**config.mk**
```make
export PLATFORM = sky130hd
export DESIGN_NAME = rer_node
export DESIGN_NICKNAME = d
export VERILOG_FILES = /design/src/shared/rer_pkg.sv /design/src/rtl/rer_node.sv
export VERILOG_INCLUDE_DIRS = /design/src /design/src/shared
export SDC_FILE = /design/constraint.sdc
export NUM_CORES = 1
export LEC_CHECK = 0
export BUFFER_PORTS_ARGS = -buffer_cell sky130_fd_sc_hd__buf_2
export CAP_MARGIN = 20
export CORE_ASPECT_RATIO = 0.5
export CORE_UTILIZATION = 52
export CTS_CLUSTER_DIAMETER = 30
export DETAILED_ROUTE_END_ITERATION = 8
export PLACE_DENSITY = 0.75
export SYNTH_ARGS = -nofsm -noshare
export SYNTH_HDL_FRONTEND = slang
export SYNTH_SLANG_ARGS = --single-unit
export TNS_END_PERCENT = 100
```
**constraint.sdc**
```tcl
create_clock -name clk -period 2.6 [get_ports clk]
set_input_delay 0.78 -clock clk [delete_from_list [all_inputs] [get_ports clk]]
set_output_delay 0.78 -clock clk [all_outputs]
set_load 0.05 [all_outputs]
```
**src/shared/rer_defs.svh**
```systemverilog
// register map, field positions and reset values of the error record node
`ifndef RER_DEFS_SVH
`define RER_DEFS_SVH
`define RER_IDX_ADDR_LO   5'h00
`define RER_IDX_ADDR_HI   5'h01
`define RER_IDX_CTL_LO    5'h02
`define RER_IDX_CTL_HI    5'h03
`define RER_IDX_FEAT_LO   5'h04
`define RER_IDX_FEAT_HI   5'h05
`define RER_IDX_MISC0_LO  5'h06
`define RER_IDX_MISC0_HI  5'h07
`define RER_IDX_MISC1_LO  5'h08
`define RER_IDX_MISC1_HI  5'h09
`define RER_IDX_CDOWN     5'h0a
`define RER_IDX_INJCTL    5'h0b
`define RER_IDX_STATUS    5'h0c
`define RER_CTL_DETECT    0
`define RER_CTL_RECOV_IRQ 2
`define RER_CTL_FAULT_IRQ 3
`define RER_CTL_CORR_IRQ  8
`define RER_CTL_MASK      32'h0000010d
`define RER_CTL_RESET     64'h0000000000000000
`define RER_ADDR_RESET    64'h0000000000000000
`define RER_FEAT_VALUE    64'h000000000000a9a6
`define RER_MISC_RESET    64'h0000000000000000
`define RER_MISC_LO_MASK  32'hf007ffcf
`define RER_CDOWN_RESET   32'h00000000
`define RER_INJ_RESET     32'h00000000
`define RER_INJ_ENABLE    31
`define RER_INJ_RESTART   30
`define RER_INJ_CORR      6
`define RER_INJ_DEFER     5
`define RER_INJ_UNCORR    3
`define RER_INJ_MASK      32'hc0000068
`define RER_STAT_UNCORR   29
`define RER_STAT_DEFER    23
`define RER_OTHER_OVF_BIT 47
`define RER_OTHER_CNT_LSB 40
`define RER_REPEAT_OVF_BIT 39
`define RER_REPEAT_CNT_LSB 32
`define RER_WAY_LSB       28
`define RER_INDEX_LSB     6
`define RER_LEVEL_LSB     1
`define RER_CNT_MAX       7'h7f
`endif

```
**src/shared/rer_pkg.sv**
```systemverilog
// types shared by the error record node
package rer_pkg;
  typedef struct packed {
    logic        corrected;
    logic        deferred;
    logic        uncorrected;
    logic [1:0]  way;
    logic [12:0] index;
    logic [2:0]  level;
    logic        instr_side;
  } rer_err_t;
  typedef struct packed {
    logic        rd;
    logic        wr;
    logic [4:0]  idx;
    logic [31:0] wdata;
  } rer_req_t;
  typedef struct packed {
    logic corrected;
    logic deferred;
    logic uncorrected;
  } rer_inject_t;
  typedef enum logic [1:0] {
    RER_CNT_IDLE = 2'b00,
    RER_CNT_RUN  = 2'b01,
    RER_CNT_DONE = 2'b10
  } rer_cnt_state_t;
endpackage : rer_pkg

```
**src/rtl/rer_node.sv**
```systemverilog
// error record node: control, features, syndrome counters and fault injection countdown
`timescale 1ns/1ps
`default_nettype none
`include "rer_defs.svh"
module rer_node (
  input  wire logic                 clk,
  input  wire logic                 rst_n,
  input  wire logic [3:0]           record_selector,
  input  wire rer_pkg::rer_req_t    req,
  input  wire rer_pkg::rer_err_t    err,
  input  wire logic                 status_clear_uncorr,
  output logic [31:0]               rdata,
  output logic                      detection_enable,
  output logic                      fault_irq,
  output logic                      recovery_irq,
  output rer_pkg::rer_inject_t      inject
);
  import rer_pkg::*;

  // register state
  logic [63:0]    ctl_q;
  logic [63:0]    misc_q;
  logic [63:0]    misc_d;
  logic [31:0]    countdown_value_q;
  logic [31:0]    inj_ctl_q;
  logic [31:0]    inj_cnt_q;
  logic           uncorrected_flag_q;
  logic           deferred_flag_q;
  rer_cnt_state_t cnt_state_q;
  logic [63:0]    feat_word;

  // access decode
  logic           sel_ok;
  logic           wr_en;
  logic           rd_en;
  logic           ctl_wr;
  logic           misc_lo_wr;
  logic           misc_hi_wr;
  logic           cdown_wr;
  logic           inj_ctl_wr;
  logic           status_wr;
  logic [31:0]    rd_word;

  // error path
  logic           err_seen;
  logic           corr_event;
  logic           defer_event;
  logic           uncorr_event;
  logic           loc_match;
  logic           way_match;
  logic           index_match;
  logic           level_match;
  logic           side_match;
  logic           ovf_pending;
  logic [1:0]     cnt_hit;
  logic [1:0]     cnt_wrap;
  logic [6:0]     cnt_field [2];
  logic [6:0]     cnt_next  [2];

  // injection counter
  logic           countdown_enable;
  logic           restart;
  logic           cnt_zero;
  logic           inj_active;
  logic           inj_fire;

  // a non-zero selector hides the whole record, reads included
  assign sel_ok     = (record_selector == 4'h0);
  assign wr_en      = req.wr && sel_ok;
  assign rd_en      = req.rd && sel_ok;
  assign ctl_wr     = wr_en && (req.idx == `RER_IDX_CTL_LO);
  assign misc_lo_wr = wr_en && (req.idx == `RER_IDX_MISC0_LO);
  assign misc_hi_wr = wr_en && (req.idx == `RER_IDX_MISC0_HI);
  assign cdown_wr   = wr_en && (req.idx == `RER_IDX_CDOWN);
  assign inj_ctl_wr = wr_en && (req.idx == `RER_IDX_INJCTL);
  assign status_wr  = wr_en && (req.idx == `RER_IDX_STATUS);

  // features are wired constants; no storage needed
  assign feat_word  = `RER_FEAT_VALUE;

  // detection off masks every reported error; ecc generation on writes lives in the datapath
  assign err_seen     = ctl_q[`RER_CTL_DETECT];
  assign corr_event   = err_seen && err.corrected;
  assign defer_event  = err_seen && err.deferred;
  assign uncorr_event = err_seen && err.uncorrected && !err.deferred;

  // location compare; the way field uses only its two upper bits
  assign way_match   = (misc_q[`RER_WAY_LSB+3 -: 2] == err.way);
  assign index_match = (misc_q[`RER_INDEX_LSB+12:`RER_INDEX_LSB] == err.index);
  assign level_match = (misc_q[`RER_LEVEL_LSB+2:`RER_LEVEL_LSB] == err.level);
  assign side_match  = (misc_q[0] == err.instr_side);
  assign loc_match   = way_match && index_match && level_match && side_match;

  // entry 0 is the repeat count, entry 1 the other count
  for (genvar g = 0; g < 2; g++) begin : g_cnt
    localparam int LSB = (g == 0) ? `RER_REPEAT_CNT_LSB : `RER_OTHER_CNT_LSB;
    assign cnt_field[g] = misc_q[LSB +: 7];
    // counts wrap to zero; the overflow flag keeps the news
    assign cnt_next[g]  = cnt_field[g] + 7'h01;
    assign cnt_hit[g]   = corr_event && (loc_match == (g == 0));
    assign cnt_wrap[g]  = cnt_hit[g] && (cnt_field[g] == `RER_CNT_MAX);
  end

  // control register, only defined bits are stored
  always_ff @(posedge clk or negedge rst_n) begin
    if (!rst_n) begin
      ctl_q <= `RER_CTL_RESET;
    end else if (ctl_wr) begin
      ctl_q <= {32'h0, req.wdata & `RER_CTL_MASK};
    end
  end

  always_ff @(posedge clk or negedge rst_n) begin
    if (!rst_n) begin
      detection_enable <= 1'b0;
    end else begin
      detection_enable <= ctl_q[`RER_CTL_DETECT];
    end
  end

  // syndrome counters: hardware increments win over a software write in the same cycle
  always_comb begin
    misc_d = misc_q;
    if (misc_lo_wr) begin
      misc_d[31:0] = req.wdata & `RER_MISC_LO_MASK;
    end else if (misc_hi_wr) begin
      misc_d[63:32] = {16'h0, req.wdata[15:0]};
    end
    if (cnt_hit[0]) begin
      misc_d[`RER_REPEAT_CNT_LSB +: 7] = cnt_next[0];
    end
    if (cnt_wrap[0]) begin
      misc_d[`RER_REPEAT_OVF_BIT] = 1'b1;
    end
    if (cnt_hit[1]) begin
      misc_d[`RER_OTHER_CNT_LSB +: 7] = cnt_next[1];
      // a new location takes over the record; the low way bits stay zero
      misc_d[31:28] = {err.way, 2'b00};
      misc_d[`RER_INDEX_LSB+12:`RER_INDEX_LSB] = err.index;
      misc_d[`RER_LEVEL_LSB+2:`RER_LEVEL_LSB] = err.level;
      misc_d[0] = err.instr_side;
    end
    if (cnt_wrap[1]) begin
      misc_d[`RER_OTHER_OVF_BIT] = 1'b1;
    end
  end

  always_ff @(posedge clk or negedge rst_n) begin
    if (!rst_n) begin
      misc_q <= `RER_MISC_RESET;
    end else begin
      misc_q <= misc_d;
    end
  end

  // minimal status, uncorrected flag: set wins over clear
  always_ff @(posedge clk or negedge rst_n) begin
    if (!rst_n) begin
      uncorrected_flag_q <= 1'b0;
    end else if (uncorr_event) begin
      uncorrected_flag_q <= 1'b1;
    end else if (status_clear_uncorr) begin
      uncorrected_flag_q <= 1'b0;
    end
  end

  // minimal status, deferred flag: write one to clear, set wins
  always_ff @(posedge clk or negedge rst_n) begin
    if (!rst_n) begin
      deferred_flag_q <= 1'b0;
    end else if (defer_event) begin
      deferred_flag_q <= 1'b1;
    end else if (status_wr && req.wdata[`RER_STAT_DEFER]) begin
      deferred_flag_q <= 1'b0;
    end
  end

  // looks at next-state flags so a clear and an overflow in one cycle keep the interrupt
  assign ovf_pending = misc_d[`RER_OTHER_OVF_BIT] || misc_d[`RER_REPEAT_OVF_BIT];

  // corrected path reads only the counters, so a higher priority record cannot hide it
  always_ff @(posedge clk or negedge rst_n) begin
    if (!rst_n) begin
      fault_irq <= 1'b0;
    end else begin
      fault_irq <= (ctl_q[`RER_CTL_CORR_IRQ] && ovf_pending) ||
                   (ctl_q[`RER_CTL_FAULT_IRQ] && (defer_event || (err_seen && err.uncorrected)));
    end
  end

  always_ff @(posedge clk or negedge rst_n) begin
    if (!rst_n) begin
      recovery_irq <= 1'b0;
    end else begin
      recovery_irq <= ctl_q[`RER_CTL_RECOV_IRQ] && (uncorr_event || uncorrected_flag_q);
    end
  end

  // countdown value
  always_ff @(posedge clk or negedge rst_n) begin
    if (!rst_n) begin
      countdown_value_q <= `RER_CDOWN_RESET;
    end else if (cdown_wr) begin
      countdown_value_q <= req.wdata;
    end
  end

  // injection control, reserved bits dropped
  always_ff @(posedge clk or negedge rst_n) begin
    if (!rst_n) begin
      inj_ctl_q <= `RER_INJ_RESET;
    end else if (inj_ctl_wr) begin
      inj_ctl_q <= req.wdata & `RER_INJ_MASK;
    end
  end

  assign countdown_enable = inj_ctl_q[`RER_INJ_ENABLE];
  assign restart          = inj_ctl_q[`RER_INJ_RESTART];
  assign cnt_zero         = (inj_cnt_q == 32'h0);
  // a control write restarts the sequence, so every enabling write reloads the count
  assign inj_active       = countdown_enable && !inj_ctl_wr;
  assign inj_fire         = inj_active && (cnt_state_q == RER_CNT_RUN) && cnt_zero;

  // counter sequencing
  always_ff @(posedge clk or negedge rst_n) begin
    if (!rst_n) begin
      cnt_state_q <= RER_CNT_IDLE;
    end else if (!inj_active) begin
      cnt_state_q <= RER_CNT_IDLE;
    end else begin
      case (cnt_state_q)
        RER_CNT_IDLE: begin
          cnt_state_q <= RER_CNT_RUN;
        end
        RER_CNT_RUN: begin
          if (cnt_zero && !restart) begin
            cnt_state_q <= RER_CNT_DONE;
          end
        end
        default: begin
          cnt_state_q <= RER_CNT_DONE;
        end
      endcase
    end
  end

  // counter value; it holds while disabled and is reloaded on the next enable
  always_ff @(posedge clk or negedge rst_n) begin
    if (!rst_n) begin
      inj_cnt_q <= 32'h0;
    end else if (inj_active) begin
      if (cnt_state_q == RER_CNT_IDLE) begin
        inj_cnt_q <= countdown_value_q;
      end else if (cnt_state_q == RER_CNT_RUN) begin
        if (!cnt_zero) begin
          inj_cnt_q <= inj_cnt_q - 32'h1;
        end else if (restart) begin
          inj_cnt_q <= countdown_value_q;
        end
      end
    end
  end

  // one-cycle injection pulse for each enabled error type
  always_ff @(posedge clk or negedge rst_n) begin
    if (!rst_n) begin
      inject <= '0;
    end else begin
      inject.corrected   <= inj_fire && inj_ctl_q[`RER_INJ_CORR];
      inject.deferred    <= inj_fire && inj_ctl_q[`RER_INJ_DEFER];
      inject.uncorrected <= inj_fire && inj_ctl_q[`RER_INJ_UNCORR];
    end
  end

  // read mux; upper half of each 64-bit register is a separate alias
  always_comb begin
    rd_word = 32'h0;
    if (req.idx == `RER_IDX_ADDR_LO || req.idx == `RER_IDX_ADDR_HI) begin
      rd_word = 32'h0;
    end else if (req.idx == `RER_IDX_CTL_LO) begin
      rd_word = ctl_q[31:0];
    end else if (req.idx == `RER_IDX_CTL_HI) begin
      rd_word = ctl_q[63:32];
    end else if (req.idx == `RER_IDX_FEAT_LO) begin
      rd_word = feat_word[31:0];
    end else if (req.idx == `RER_IDX_FEAT_HI) begin
      rd_word = feat_word[63:32];
    end else if (req.idx == `RER_IDX_MISC0_LO) begin
      rd_word = misc_q[31:0];
    end else if (req.idx == `RER_IDX_MISC0_HI) begin
      rd_word = misc_q[63:32];
    end else if (req.idx == `RER_IDX_MISC1_LO || req.idx == `RER_IDX_MISC1_HI) begin
      rd_word = 32'h0;
    end else if (req.idx == `RER_IDX_CDOWN) begin
      rd_word = countdown_value_q;
    end else if (req.idx == `RER_IDX_INJCTL) begin
      rd_word = inj_ctl_q;
    end else if (req.idx == `RER_IDX_STATUS) begin
      rd_word = {2'b00, uncorrected_flag_q, 5'h0, deferred_flag_q, 23'h0};
    end else begin
      rd_word = 32'h0;
    end
  end

  // read data stands one cycle only, zero otherwise
  always_ff @(posedge clk or negedge rst_n) begin
    if (!rst_n) begin
      rdata <= 32'h0;
    end else if (rd_en) begin
      rdata <= rd_word;
    end else begin
      rdata <= 32'h0;
    end
  end
endmodule : rer_node
`default_nettype wire

```
* After elaboration in Yosys (flattened, before gate mapping)
Index checks and enable logic that the tools add are counted.
** Storage, ports and cells
- Output and inout port bits :: 38
- Flip-flop bits (word level) :: 152
- Input bits :: 68
** Operators by class
- Add/sub/neg operators :: 3
- Bitwise operators :: 1
- Mux-type cells :: 33
- Reduce and logical (&&, ||, !) cells :: 52
- Equality and inequality tests :: 23
** Operators with widths (count)
- 32-bit two-way mux :: 16
- 32-bit logical NOT :: 1
- 16-bit two-way mux :: 2
- 32-bit by 1-bit subtractor with 32-bit output (second input constant) :: 1
- 1-bit logical AND :: 30
- 30-bit two-way mux :: 1
- 5-bit by 4-bit equality test with 1-bit output (second input constant) :: 5
- 5-bit by 3-bit equality test with 1-bit output (second input constant) :: 4
- 7-bit by 1-bit adder with 7-bit output (second input constant) :: 2
- 7-bit equality test (second input constant) :: 2
- 7-bit two-way mux :: 2
- 13-bit equality test :: 1
- 13-bit two-way mux :: 1
- 2-bit nonzero test :: 6
- 5-bit by 2-bit equality test with 1-bit output (second input constant) :: 2
- 4-bit two-way mux :: 2
- 1-bit logical OR :: 6
- 1-bit two-way mux :: 6
- 5-bit by 1-bit equality test with 1-bit output (second input constant) :: 1
- 5-bit logical NOT :: 1
- 4-bit logical NOT :: 1
- 2-bit two-way mux :: 2
- 2-bit by 1-bit inequality test with 1-bit output (second input constant) :: 2
- 2-bit case mux with 2 select lines :: 1
- 11 further kinds :: 14

* Longest topological paths before layout
Gate-level depths: netlist of run 1.
- Depth in word-level cells :: 13
- Gate-level depth with buffers :: 12

* Worst setup path after synthesis of run 1
No wires, ideal clock.
- Kind :: in2reg
- Start point :: input port record_selector[1]
- End point :: register fault_irq
- Stages on the path :: 6
- Setup slack :: 0.035 ns
- Required time :: 2.470 ns
- Arrival :: 2.434 ns
- Cells stage by stage :: nor4_1 -> nand4_1 -> mux2i_1 -> a21bo_2 -> a311oi_1 -> o21ai_0
** Between the ends
- Cells in the longest elaborated chain, start to end :: 9
- Elaborated cells between the ends (all ways) :: 11
- Classes of those cells :: 4 x mux; 7 x reduce/logical
** RTL lines
- from (decl) :: RTL line rer_node.sv:8 : input wire logic [3:0] record_selector,
- 4-bit logical NOT * :: RTL line rer_node.sv:68 : assign sel_ok = (record_selector == 4'h0);
- 1-bit logical AND * :: RTL line rer_node.sv:69 : assign wr_en = req.wr && sel_ok;
- 1-bit logical AND :: RTL line rer_node.sv:73 : assign misc_hi_wr = wr_en && (req.idx == `RER_IDX_MISC0_HI);
- 16-bit two-way mux :: RTL line rer_node.sv:126 : end else if (misc_hi_wr) begin
- 16-bit two-way mux * :: RTL line rer_node.sv:124 : if (misc_lo_wr) begin
- 1-bit two-way mux * :: RTL line rer_node.sv:132 : if (cnt_wrap[0]) begin
- named net misc_d[39] :: RTL line rer_node.sv:23 : logic [63:0] misc_d;
- 1-bit logical OR * :: RTL line rer_node.sv:179 : assign ovf_pending = misc_d[`RER_OTHER_OVF_BIT] || misc_d[`RER_REPEAT_OVF_BIT];
- 1-bit logical AND * :: RTL line rer_node.sv:186 : fault_irq <= (ctl_q[`RER_CTL_CORR_IRQ] && ovf_pending) ||
- 1-bit logical OR * :: RTL line rer_node.sv:186
- to (signal assigned) :: RTL line rer_node.sv:186
- to (decl) :: RTL line rer_node.sv:14 : output logic fault_irq,
The timed path passes the listed nets; every way through them passes the cells marked *. The select of a mux whose other input is x is not followed.
A chain may end at the register's enable or synchronous reset.

* Worst setup path in the final report of run 1
- Start point :: register inj_cnt_q[18]
- End point :: register inj_cnt_q[19]
** Between the ends
- Cells in the longest elaborated chain, start to end :: 4
- Elaborated cells between the ends (all ways) :: 7
- Classes of those cells :: 1 x add/sub; 1 x eq/ne; 3 x mux; 2 x reduce/logical
** RTL lines
- from (decl) :: RTL line rer_node.sv:26 : logic [31:0] inj_cnt_q;
- from (signal assigned) :: RTL line rer_node.sv:253 : inj_cnt_q <= countdown_value_q;
- from (signal assigned) :: RTL line rer_node.sv:256 : inj_cnt_q <= inj_cnt_q - 32'h1;
- from (signal assigned) :: RTL line rer_node.sv:258 : inj_cnt_q <= countdown_value_q;
- 32-bit by 1-bit subtractor with 32-bit output / 32-bit logical NOT (equally long branches) :: RTL line rer_node.sv:256, rer_node.sv:219
- 32-bit two-way mux :: RTL line rer_node.sv:255 : if (!cnt_zero) begin
- 32-bit two-way mux :: RTL line rer_node.sv:254 : end else if (cnt_state_q == RER_CNT_RUN) begin
- 32-bit two-way mux :: RTL line rer_node.sv:252 : if (cnt_state_q == RER_CNT_IDLE) begin
Several ways; a longest one is shown, not always the timed one. The select of a mux whose other input is x is not followed.

==> flow_metrics.py, run 1 <==
metrics = {
    "status": {
        "status": "complete, but fails checks",
        "violations": "design-rule violations",
    },
    "setup_path": {
        "cp-start-kind": "flop",
        "worstPathMaxFanout": 25,
        "crit_buf_inv": 0,
        "path_common_cell": "or4_4",
        "crit_arrival_ns": 2.81,
        "cp_top_family": "simple AND/OR/NAND/NOR gates",
        "required_ns": 2.89,
        "crit_type": "reg -> reg",
        "cp_slowest_cell": "or4_4",
        "cp-end-kind": "flop",
        "cpPeakStageDelay_ns": 0.68,
        "path_cells": "or4_4 -> or2_4 -> or4_4 -> nand2_8 -> o21ai_0 -> o2bb2ai_1",
    },
    "placed_design": {
        "dp_slack_ns": -0.289,
        "place_congestion": 0.934,
        "hpwl_um": 15600,
        "port_buffers": 105,
    },
    "logic_synthesis": {
        "synth_edf_count": 0,
        "synth_cell_type_count": 71,
        "synthTopCellsByArea": "dfrtp_1, mux2_2, mux2i_1",
        "avgSynthCellArea_um2": 10.3,
        "synth_largest_area_cell": "dfrtp_1",
        "ys_seq_area_share_pct": 48.9,
        "synthesis.instances": 754,
        "synth_seq_cells": 152,
        "synthesis.nets": 826,
        "yosys_warnings": 0,
        "synth_top_flop_cell": "dfrtp_1",
        "synthDominantCellAreaShare_pct": 48.9,
        "netlist_area_um2": 7780,
        "synthArstFlopShare_pct": 100,
    },
    "power": {
        "powerDensity_nw_per_um2": 691,
        "power_leakage_nw": 4.53,
        "sequentialPowerShare_pct": 43.7,
        "combPwrFrac_pct": 16.5,
        "switching_share_pct": 27.8,
        "irDropWorstVdd_mv": 0.472,
        "power.switching_w": 0.00183,
        "clkPwrFrac_pct": 39.8,
        "p_int_w": 0.00475,
    },
    "sta": {
        "rsz0062_at_grt": "false",
        "tightest_slew_ns": 0.594,
        "hold_viol_final": 0,
        "fin_skew_ns": 0.00958,
        "slew_headroom_pct": 60.4,
        "report.final.slew_viol_count": 0,
        "timing.final.crit_share_pct": 96.6,
        "setup_viol": 0,
        "setup_tns_ns": 0,
        "worst_slack_ns": 0.0880,
        "fmax_ghz": 0.398,
        "min_period_ns": 2.51,
    },
    "global_routing": {
        "grt_start_max_net_pins": 54,
        "met2_usage_pct": 47.7,
        "grt_util_met1_pct": 40.2,
        "grt_use_met3_pct": 6.74,
        "antenna_found_initial": 0,
        "grt_pass1_wl_um": 34900,
        "grt_pass1_vias": 6536,
        "track_usage_pct": 29.4,
        "busiest_layer": "met2",
        "global_route.overflow_total": 0,
    },
    "routing": {
        "vias_per_cell": 6.12,
        "drt-initial-drc-count": 615,
        "vias": 6795,
        "final_antenna_net_count": 0,
        "remaining_drc_errors": 1,
        "post_drt_wl_per_cell_um": 20.0,
        "wirelength_um": 22200,
        "drtPass1Iterations": 7,
    },
    "finish": {
        "syn2layout_area_growth_pct": 22.5,
        "n_antenna_cell": 0,
        "fillers": 1130,
        "nNetsFinal": 974,
        "layout-drive-gt1-share_pct": 31.0,
    },
    "floorplanning": {
        "io_pins": 106,
        "die_area_um2": 15500,
        "start_util_pct": 53.5,
        "core_area_um2": 14500,
        "die_w_um": 175,
        "rows": 31,
        "die_height_um": 88.5,
    },
    "clock_tree": {
        "clock_sinks": 152,
        "clk_pin_slew_worst_paths_ns": 0.06,
        "cts_setup_buffers": 0,
        "cts_inserted_buffers": 17,
        "cts_htree_levels": 4,
        "clk_latency_ns": 0.42,
        "root_buffer": "clkbuf_16",
        "cts_max_path_buffers": 2,
        "cts_tree": "yes",
        "hold_buffers": 0,
    },
    "worst_hold_path": {
        "hold_path.class": "in -> async",
    },
    "run": {
        "drv_cap": 0,
    },
}
==> sequential cells by signal (all words and copies together) (netlist names) <==
signal and flops:
recovery_irq 1, countdown_value_q 32, misc_q 37, uncorrected_flag_q 1
inj_ctl_q 5, inject 3, cnt_state_q 2, fault_irq 1
deferred_flag_q 1, rdata 32, ctl_q 4, detection_enable 1
inj_cnt_q 32
==> power by group through the flow <==
stage | registers [W] | clock network [W] | logic, W
floorplan | 0.00284 | 0 | 0.000605
global placement | 0.00289 | 0 | 0.00103
detailed placement | 0.00290 | 0 | 0.00106
CTS | 0.00286 | 0.00263 | 0.00107
global route | 0.00291 | 0.00273 | 0.00119
finish | 0.00288 | 0.00262 | 0.00109
==> Yosys cell counts, types with 4 or more instances <==
master and instances:
dfrtp_1 152, nand2_1 66, mux2_2 48, o21ai_0 46
a21oi_1 37, nor2_1 34, nand3_1 30, mux2i_1 29
clkbuf_1 27, a22oi_1 25, nor3_1 23, nor4_1 18
and2_1 17, inv_1 16, nand4_1 16, a31oi_1 11
xnor2_1 11, o21a_1 9, o221a_2 8, o22a_1 8
xor2_1 8, o2bb2ai_1 7, and3_1 6, buf_1 6
a2bb2oi_1 5, buf_6 5, a21o_1 4, clkbuf_8 4
ha_1 4, nand2b_1 4
==> worst paths after layout <==
kind	startpoint	endpoint	slack, ns	cells after the start
setup reg to reg	inj_cnt_q[18]	inj_cnt_q[19]	0.09	6
min in group clk	ctl_q[8]	rdata[8]	0.50	1
setup / recovery	inj_cnt_q[18]	inj_cnt_q[19]	0.09	6
hold reg to reg	ctl_q[8]	rdata[8]	0.50	1
max in group asynchronous	rst_n	inject[1]	1.56	2
hold / removal	rst_n	inj_cnt_q[19]	0.33	1
==> through the flow <==
stage	hold slack, ns	power (W)	cells	area, um2	utilization [%]
6_report	0.328	0.00659	1111	9540	65.6
5_1_grt	0.360	0.00683	1111	9540	65.6
4_1_cts	0.354	0.00657	1111	9500	65.3
3_5_place_dp	0.493	0.00396	1081	8880	61.1
3_3_place_gp	0.485	0.00392	1081	8880	61.1
2_1_floorplan	0.432	0.00345	754	7780	-
==> metal layers <==
| layer | part of all wire, % | vias to the layer above | wire, um |
|---|---|---|---|
| met3 | 7.8 | 43 | 1730 |
| met2 | 46 | 307 | 10200 |
| met4 | 1.4 | 0 | 320 |
| met5 | 0 | - | 0 |
| met1 | 45 | 3358 | 9990 |
| li1 | - | 3087 | - |
==> worst register-to-register path, stage by stage, from the launching register on <==
cell	delay (ns)
dfrtp_1	0.40
or4_4	0.53
or2_4	0.26
or4_4	0.68
nand2_8	0.24
o21ai_0	0.15
o2bb2ai_1	0.15
==> cells by family (layout without fill, tap and decap cells) <==
logic type               count (synthesis)  in the layout  share of synthesized area [%]
XOR/XNOR                                19             19                           2.14
adder cells (fa/ha/maj)                  4              4                          0.643
flip-flops                             152            152                           48.9
AO/OA/AOI/OAI                          191            191                           16.7
multiplexers                            77             77                           10.7
buffers and inverters                   64            223                           4.32
AND/OR/NAND/NOR                        247            247                           16.7
==> area by class of cell <==
| class | count | area (um2) | share of cell area, % |
|---|---|---|---|
| tap | 198 | 248 | 2.60 |
| clock inverter | 11 | 174 | 1.82 |
| clock buffer | 19 | 443 | 4.65 |
| inverter | 17 | 63.8 | 0.669 |
| sequential | 152 | 3800 | 39.9 |
| multi-input combinational | 538 | 3690 | 38.7 |
| timing repair buffer | 176 | 1110 | 11.6 |
==> cell usage in the layout (no fill, tap or decap), types with 4 or more instances in the layout <==
cell | Yosys | routed
nand2_1 | 66 | 66
o2bb2ai_1 | 7 | 7
nand4_1 | 16 | 16
o21a_1 | 9 | 9
bufinv_16 | 0 | 4
a21oi_1 | 37 | 37
mux2i_1 | 29 | 29
buf_4 | 1 | 66
nor4_1 | 18 | 16
o22a_1 | 8 | 8
a31oi_1 | 11 | 11
inv_1 | 16 | 16
a21o_1 | 4 | 4
ha_1 | 4 | 4
mux2_2 | 48 | 48
buf_2 | 3 | 104
nand3_1 | 30 | 30
nor3_1 | 23 | 22
xor2_1 | 8 | 8
dfrtp_1 | 152 | 152
clkbuf_16 | 0 | 17
xnor2_1 | 11 | 11
and3_1 | 6 | 6
a22oi_1 | 25 | 25
o21ai_0 | 46 | 45
nor2_1 | 34 | 33
o221a_2 | 8 | 8
a2bb2oi_1 | 5 | 5
and2_1 | 17 | 17
nand2b_1 | 4 | 4
==> what timing repair did <==
| item | in CTS | in global routing |
|---|---|---|
| resized for setup | 1 | 6 |
| pin swaps | 0 | 2 |
| endpoints found under the setup margin | 4 | 23 |
No activity file was read; power rests on OpenSTA's default activity.
==> run 2, diff against run 1 <==
- PLACE_DENSITY: 0.75 -> 0.82
==> run 2 against run 1 <==
Net effect: the flow now finishes without violations; cell count is 0.36% higher; critical path type is now in -> reg; via count grew 2.1%; routed wire length increased by 1.5%; clock skew is 0.0013 ns higher; critical endpoint is now misc_q[35]; largest power group unchanged; highest routed layer unchanged; maximum frequency is essentially flat; clock power fell by 5%; core utilization about the same; sequential share of layout area about the same; combinational power about the same; setup slack better by 0.0017 ns; critical path depth increased by 2.
==> flow_metrics.py, run 2 (synthesis gave the netlist of run 1 again) <==
metrics = {
    "setup_path": {
        "cp_slowest_cell": "nor4_1",
        "reg2reg_from": "inj_cnt_q[18]",
        "crit_end": "misc_q[35]",
        "cp-end-kind": "flop",
        "cp_top_family": "simple AND/OR/NAND/NOR gates",
        "cp.depth": 8,
        "crit_type": "in -> reg",
        "path_cells": "buf_2 -> xor2_1 -> nor4_1 -> buf_4 -> and2_1 -> and3_1 -> mux2_2 -> o221a_2",
        "cp-start-kind": "input port",
        "crit_arrival_ns": 2.82,
        "r2r_slack_ns": 0.09,
        "crit_buf_inv": 2,
        "r2r_end": "inj_cnt_q[3]",
        "worstPathMaxFanout": 8,
        "required_ns": 2.91,
        "rr_worst_depth": 7,
        "cpPeakStageDelay_ns": 0.47,
        "crit_path_start": "err[14]",
    },
    "clock_tree": {
        "cts_inserted_buffers": 17,
        "clk_pin_slew_worst_paths_ns": 0.07,
        "cts_max_path_buffers": 2,
        "cts_tree": "yes",
        "clock_sinks": 152,
        "cts_htree_levels": 4,
        "clk_latency_ns": 0.43,
        "root_buffer": "clkbuf_16",
    },
    "routing": {
        "final_antenna_net_count": 0,
        "vias": 6939,
        "wirelength_um": 22500,
        "remaining_drc_errors": 0,
        "post_drt_wl_per_cell_um": 20.2,
        "vias_per_cell": 6.22,
        "drtPass1Iterations": 5,
        "drt-initial-drc-count": 784,
    },
    "power": {
        "irDropWorstVdd_mv": 0.458,
        "powerDensity_nw_per_um2": 677,
        "power_leakage_nw": 4.54,
    },
    "finish": {
        "nNetsFinal": 976,
        "largest_reg_flops": 37,
        "syn2layout_area_growth_pct": 22.6,
        "layout-drive-gt1-share_pct": 31.3,
        "final_cell_mix": "dfrtp_1, buf_2, buf_4",
        "top_register": "misc_q",
        "fillers": 1120,
        "n_antenna_cell": 0,
        "final_common_cell": "dfrtp_1",
    },
    "global_routing": {
        "grt_start_max_net_pins": 59,
        "track_usage_pct": 30.4,
        "antenna_found_initial": 1,
        "grt_pass1_vias": 6759,
        "global_route.overflow_total": 0,
        "grt_pass1_wl_um": 36000,
    },
    "placed_design": {
        "dp_slack_ns": -0.293,
        "hpwl_um": 15600,
        "place_congestion": 0.941,
        "port_buffers": 105,
    },
    "sta": {
        "tightest_slew_ns": 0.576,
        "min_period_ns": 2.51,
        "hold_viol_final": 0,
        "slew_headroom_pct": 61.6,
        "report.final.slew_viol_count": 0,
        "fmax_ghz": 0.398,
        "worst_slack_ns": 0.0897,
        "setup_viol": 0,
        "timing.final.crit_share_pct": 96.5,
        "fin_hold_ws_ns": 0.324,
        "fin_skew_ns": 0.0109,
    },
    "floorplanning": {
        "rows": 31,
        "core_area_um2": 14500,
        "die_height_um": 88.5,
        "start_util_pct": 53.5,
        "die_area_um2": 15500,
        "io_pins": 106,
        "die_w_um": 175,
    },
    "run": {
        "drv_cap": 0,
    },
    "worst_hold_path": {
        "hold_path.class": "in -> async",
    },
    "status": {
        "status": "finished clean",
    },
}
## run 2: layout make-up
cell class	count	area, um2	share of cell area (%)
clock buffer	17	425	4.46
clock inverter	15	168	1.76
inverter	17	63.8	0.669
multi-input combinational	538	3690	38.6
sequential	152	3800	39.9
tap	198	248	2.60
timing repair buffer	178	1150	12.0
## run 2: worst register-to-register path, cell delays in order (launching register included)
cell	delay [ns]
dfrtp_1	0.41
or4_4	0.54
or2_4	0.25
or4_4	0.61
buf_12	0.17
nand2_8	0.15
o21ai_0	0.15
a22oi_1	0.15
## run 2: worst min-delay path by stage
stage                   from               endpoint  cells past startpoint
floorplan           ctl_q[0]       detection_enable                      0
global placement    ctl_q[8]               rdata[8]                      1
detailed placement  ctl_q[8]               rdata[8]                      1
CTS                    rst_n  countdown_value_q[27]                      1
global route           rst_n              rdata[21]                      1
finish                 rst_n  countdown_value_q[27]                      1
## run 2: stage by stage
| stage | cells | util [%] | setup TNS (ns) | area [um2] | power [W] |
|---|---|---|---|---|---|
| final | 1115 | 65.6 | 0 | 9540 | 0.00646 |
| after global routing | 1115 | 65.6 | -0.000537 | 9540 | 0.00672 |
| after CTS | 1110 | 65.1 | 0 | 9470 | 0.00644 |
| after detailed placement | 1078 | 61.0 | -2.13 | 8870 | 0.00394 |
| after global placement | 1078 | 61.0 | -1.53 | 8870 | 0.00389 |
| after floorplan | 754 | - | 0 | 7780 | 0.00345 |
## run 2: routing by layer
metal / share of wire [%] / GRT usage [%]
met1: 42 / 40.6
met2: 46 / 48.7
met3: 9.2 / 7.77
met4: 2.1 / 10.7
met5: 0 / 0
## run 2: report_power, final
group	internal [W]	switching, W	total (W)
logic	0.000498	0.000572	0.00107
registers	0.00261	0.000277	0.00288
clock network	0.00144	0.00107	0.00250
## run 2: repair_timing
item,in CTS,in global routing
hold buffers,0,0
resized for setup,1,4
hold endpoints to repair,0,0
setup endpoints to repair,8,23
pin swaps,0,3
setup buffers,0,5
==> run 3, diff against run 2 <==
- CTS_BUF_LIST: not set -> sky130_fd_sc_hd__clkbuf_8 sky130_fd_sc_hd__clkbuf_16
- GPL_ROUTABILITY_DRIVEN: not set -> 0
- REMOVE_ABC_BUFFERS: not set -> 1
==> run 3 against run 2 <==
Net effect: sequential power about the same; flip-flop and latch count unchanged; die area unchanged; cell area down 0.89%; critical endpoint is now inj_cnt_q[16].
==> flow_metrics.py, run 3 (synthesis gave the netlist of run 1 again) <==
metrics = {
    "setup_path": {
        "cpPeakStageDelay_ns": 0.67,
        "crit_arrival_ns": 2.85,
        "cp-start-kind": "flop",
        "crit_type": "reg -> reg",
        "cp_top_family": "simple AND/OR/NAND/NOR gates",
        "worstPathMaxFanout": 12,
        "cp_slowest_cell": "or4_4",
        "cp-end-kind": "flop",
        "path_common_cell": "or4_4",
        "crit_buf_inv": 1,
        "required_ns": 2.90,
        "path_cells": "or4_4 -> or2_4 -> or4_4 -> buf_6 -> a21oi_2 -> a31oi_1 -> o22a_1",
    },
    "global_routing": {
        "grt_pass1_vias": 6827,
        "antenna_found_initial": 1,
        "track_usage_pct": 30.1,
        "grt_start_max_net_pins": 57,
        "global_route.overflow_total": 0,
        "grt_pass1_wl_um": 35800,
    },
    "finish": {
        "largest_reg_flops": 37,
        "final_cell_mix": "dfrtp_1, buf_2, nand2_1",
        "nNetsFinal": 970,
        "syn2layout_area_growth_pct": 21.5,
        "final_common_cell": "dfrtp_1",
        "n_antenna_cell": 0,
        "layout-drive-gt1-share_pct": 30.8,
        "top_register": "misc_q",
    },
    "floorplanning": {
        "die_height_um": 88.5,
        "rows": 31,
        "die_area_um2": 15500,
        "die_w_um": 175,
        "core_area_um2": 14500,
        "start_util_pct": 53.5,
        "io_pins": 106,
    },
    "clock_tree": {
        "cts_inserted_buffers": 17,
        "cts_max_path_buffers": 2,
        "cts_htree_levels": 4,
        "clock_sinks": 152,
        "root_buffer": "clkbuf_16",
        "clk_latency_ns": 0.43,
        "clk_pin_slew_worst_paths_ns": 0.07,
        "cts_tree": "yes",
    },
    "routing": {
        "wirelength_um": 22500,
        "vias_per_cell": 6.23,
        "post_drt_wl_per_cell_um": 20.3,
        "vias": 6907,
        "final_antenna_net_count": 0,
        "drtPass1Iterations": 6,
        "remaining_drc_errors": 0,
        "drt-initial-drc-count": 857,
    },
    "sta": {
        "fmax_ghz": 0.393,
        "tightest_slew_ns": 0.606,
        "worst_slack_ns": 0.0574,
        "rsz0062_at_grt": "true",
        "slew_headroom_pct": 59.2,
        "setup_viol": 0,
        "setup_tns_ns": 0,
        "report.final.slew_viol_count": 0,
        "min_period_ns": 2.54,
        "hold_viol_final": 0,
        "fin_skew_ns": 0.0137,
        "timing.final.crit_share_pct": 97.8,
    },
    "placed_design": {
        "hpwl_um": 15100,
        "dp_slack_ns": -0.0951,
        "port_buffers": 105,
    },
    "power": {
        "switching_share_pct": 30.2,
        "power_leakage_nw": 4.49,
        "clkPwrFrac_pct": 38.4,
        "combPwrFrac_pct": 16.0,
        "power.switching_w": 0.00192,
        "p_int_w": 0.00445,
        "powerDensity_nw_per_um2": 674,
        "sequentialPowerShare_pct": 45.6,
        "irDropWorstVdd_mv": 0.567,
    },
    "worst_hold_path": {
        "hold_path.class": "in -> async",
    },
    "status": {
        "status": "finished clean",
    },
    "run": {
        "drv_cap": 0,
    },
}
## run 3: path summary, 6_finish.rpt
check / depth (start not counted) / to / from / slack [ns]
worst max-delay path: 7 / inj_cnt_q[16] / inj_cnt_q[15] / 0.06
worst min-delay path: 1 / rdata[25] / rst_n / 0.33
worst max register to register: 7 / inj_cnt_q[16] / inj_cnt_q[15] / 0.06
worst min register to register: 1 / rdata[8] / ctl_q[8] / 0.50
max in group asynchronous: 2 / inj_cnt_q[11] / rst_n / 1.61
min in group clk: 1 / rdata[8] / ctl_q[8] / 0.50
## run 3: per-stage QoR
stage          area (um2)  instances  utilization, %  total power, W  hold WS [ns]
6_report             9460       1109            65.0         0.00637         0.330
5_1_grt              9460       1109            65.0         0.00663         0.360
4_1_cts              9410       1107            64.7         0.00635         0.350
3_5_place_dp         8840       1075            60.7         0.00392         0.488
3_3_place_gp         8840       1075            60.7         0.00386         0.488
2_1_floorplan        7510        707               -         0.00343         0.432
## run 3: power by group through the flow
stage                     Combinational [W]  Sequential, W  Clock (W)
after floorplan                    0.000575        0.00285          0
after global placement             0.000952        0.00291          0
after detailed placement           0.000988        0.00293          0
after CTS                           0.00100        0.00290    0.00246
after global routing                0.00112        0.00294    0.00257
final                               0.00102        0.00291    0.00245
## run 3: worst reg2reg max path: stages (launching register included)
cell and delay (ns):
dfrtp_1 0.39, or4_4 0.54, or2_4 0.26, or4_4 0.67
buf_6 0.18, a21oi_2 0.14, a31oi_1 0.05, o22a_1 0.21
## run 3: metal layers
metal / routed length [um] / track usage [%] / part of all wire (%) / vias to the layer above
li1: - / - / - / 3081
met1: 9440 / 39.5 / 42 / 3362
met2: 10400 / 48.0 / 46 / 396
met3: 2100 / 7.99 / 9.3 / 66
met4: 614 / 13.2 / 2.7 / 2
met5: 13 / 0 / 0.058 / -
## run 3: area by class of cell
type / count / area (um2)
tap: 198 / 248
clock buffer: 18 / 439
inverter: 17 / 63.8
timing repair buffer: 172 / 1080
sequential: 152 / 3800
clock inverter: 14 / 138
fill: 1116 / 5090
multi-input combinational: 538 / 3680
## run 3: repair_timing
action / CTS / global route
endpoints found under the setup margin: 0 / 31
endpoints found under the hold margin: 0 / 0
hold buffers: 0 / 0
buffers inserted: 0 / 2
resized for setup: 0 / 6
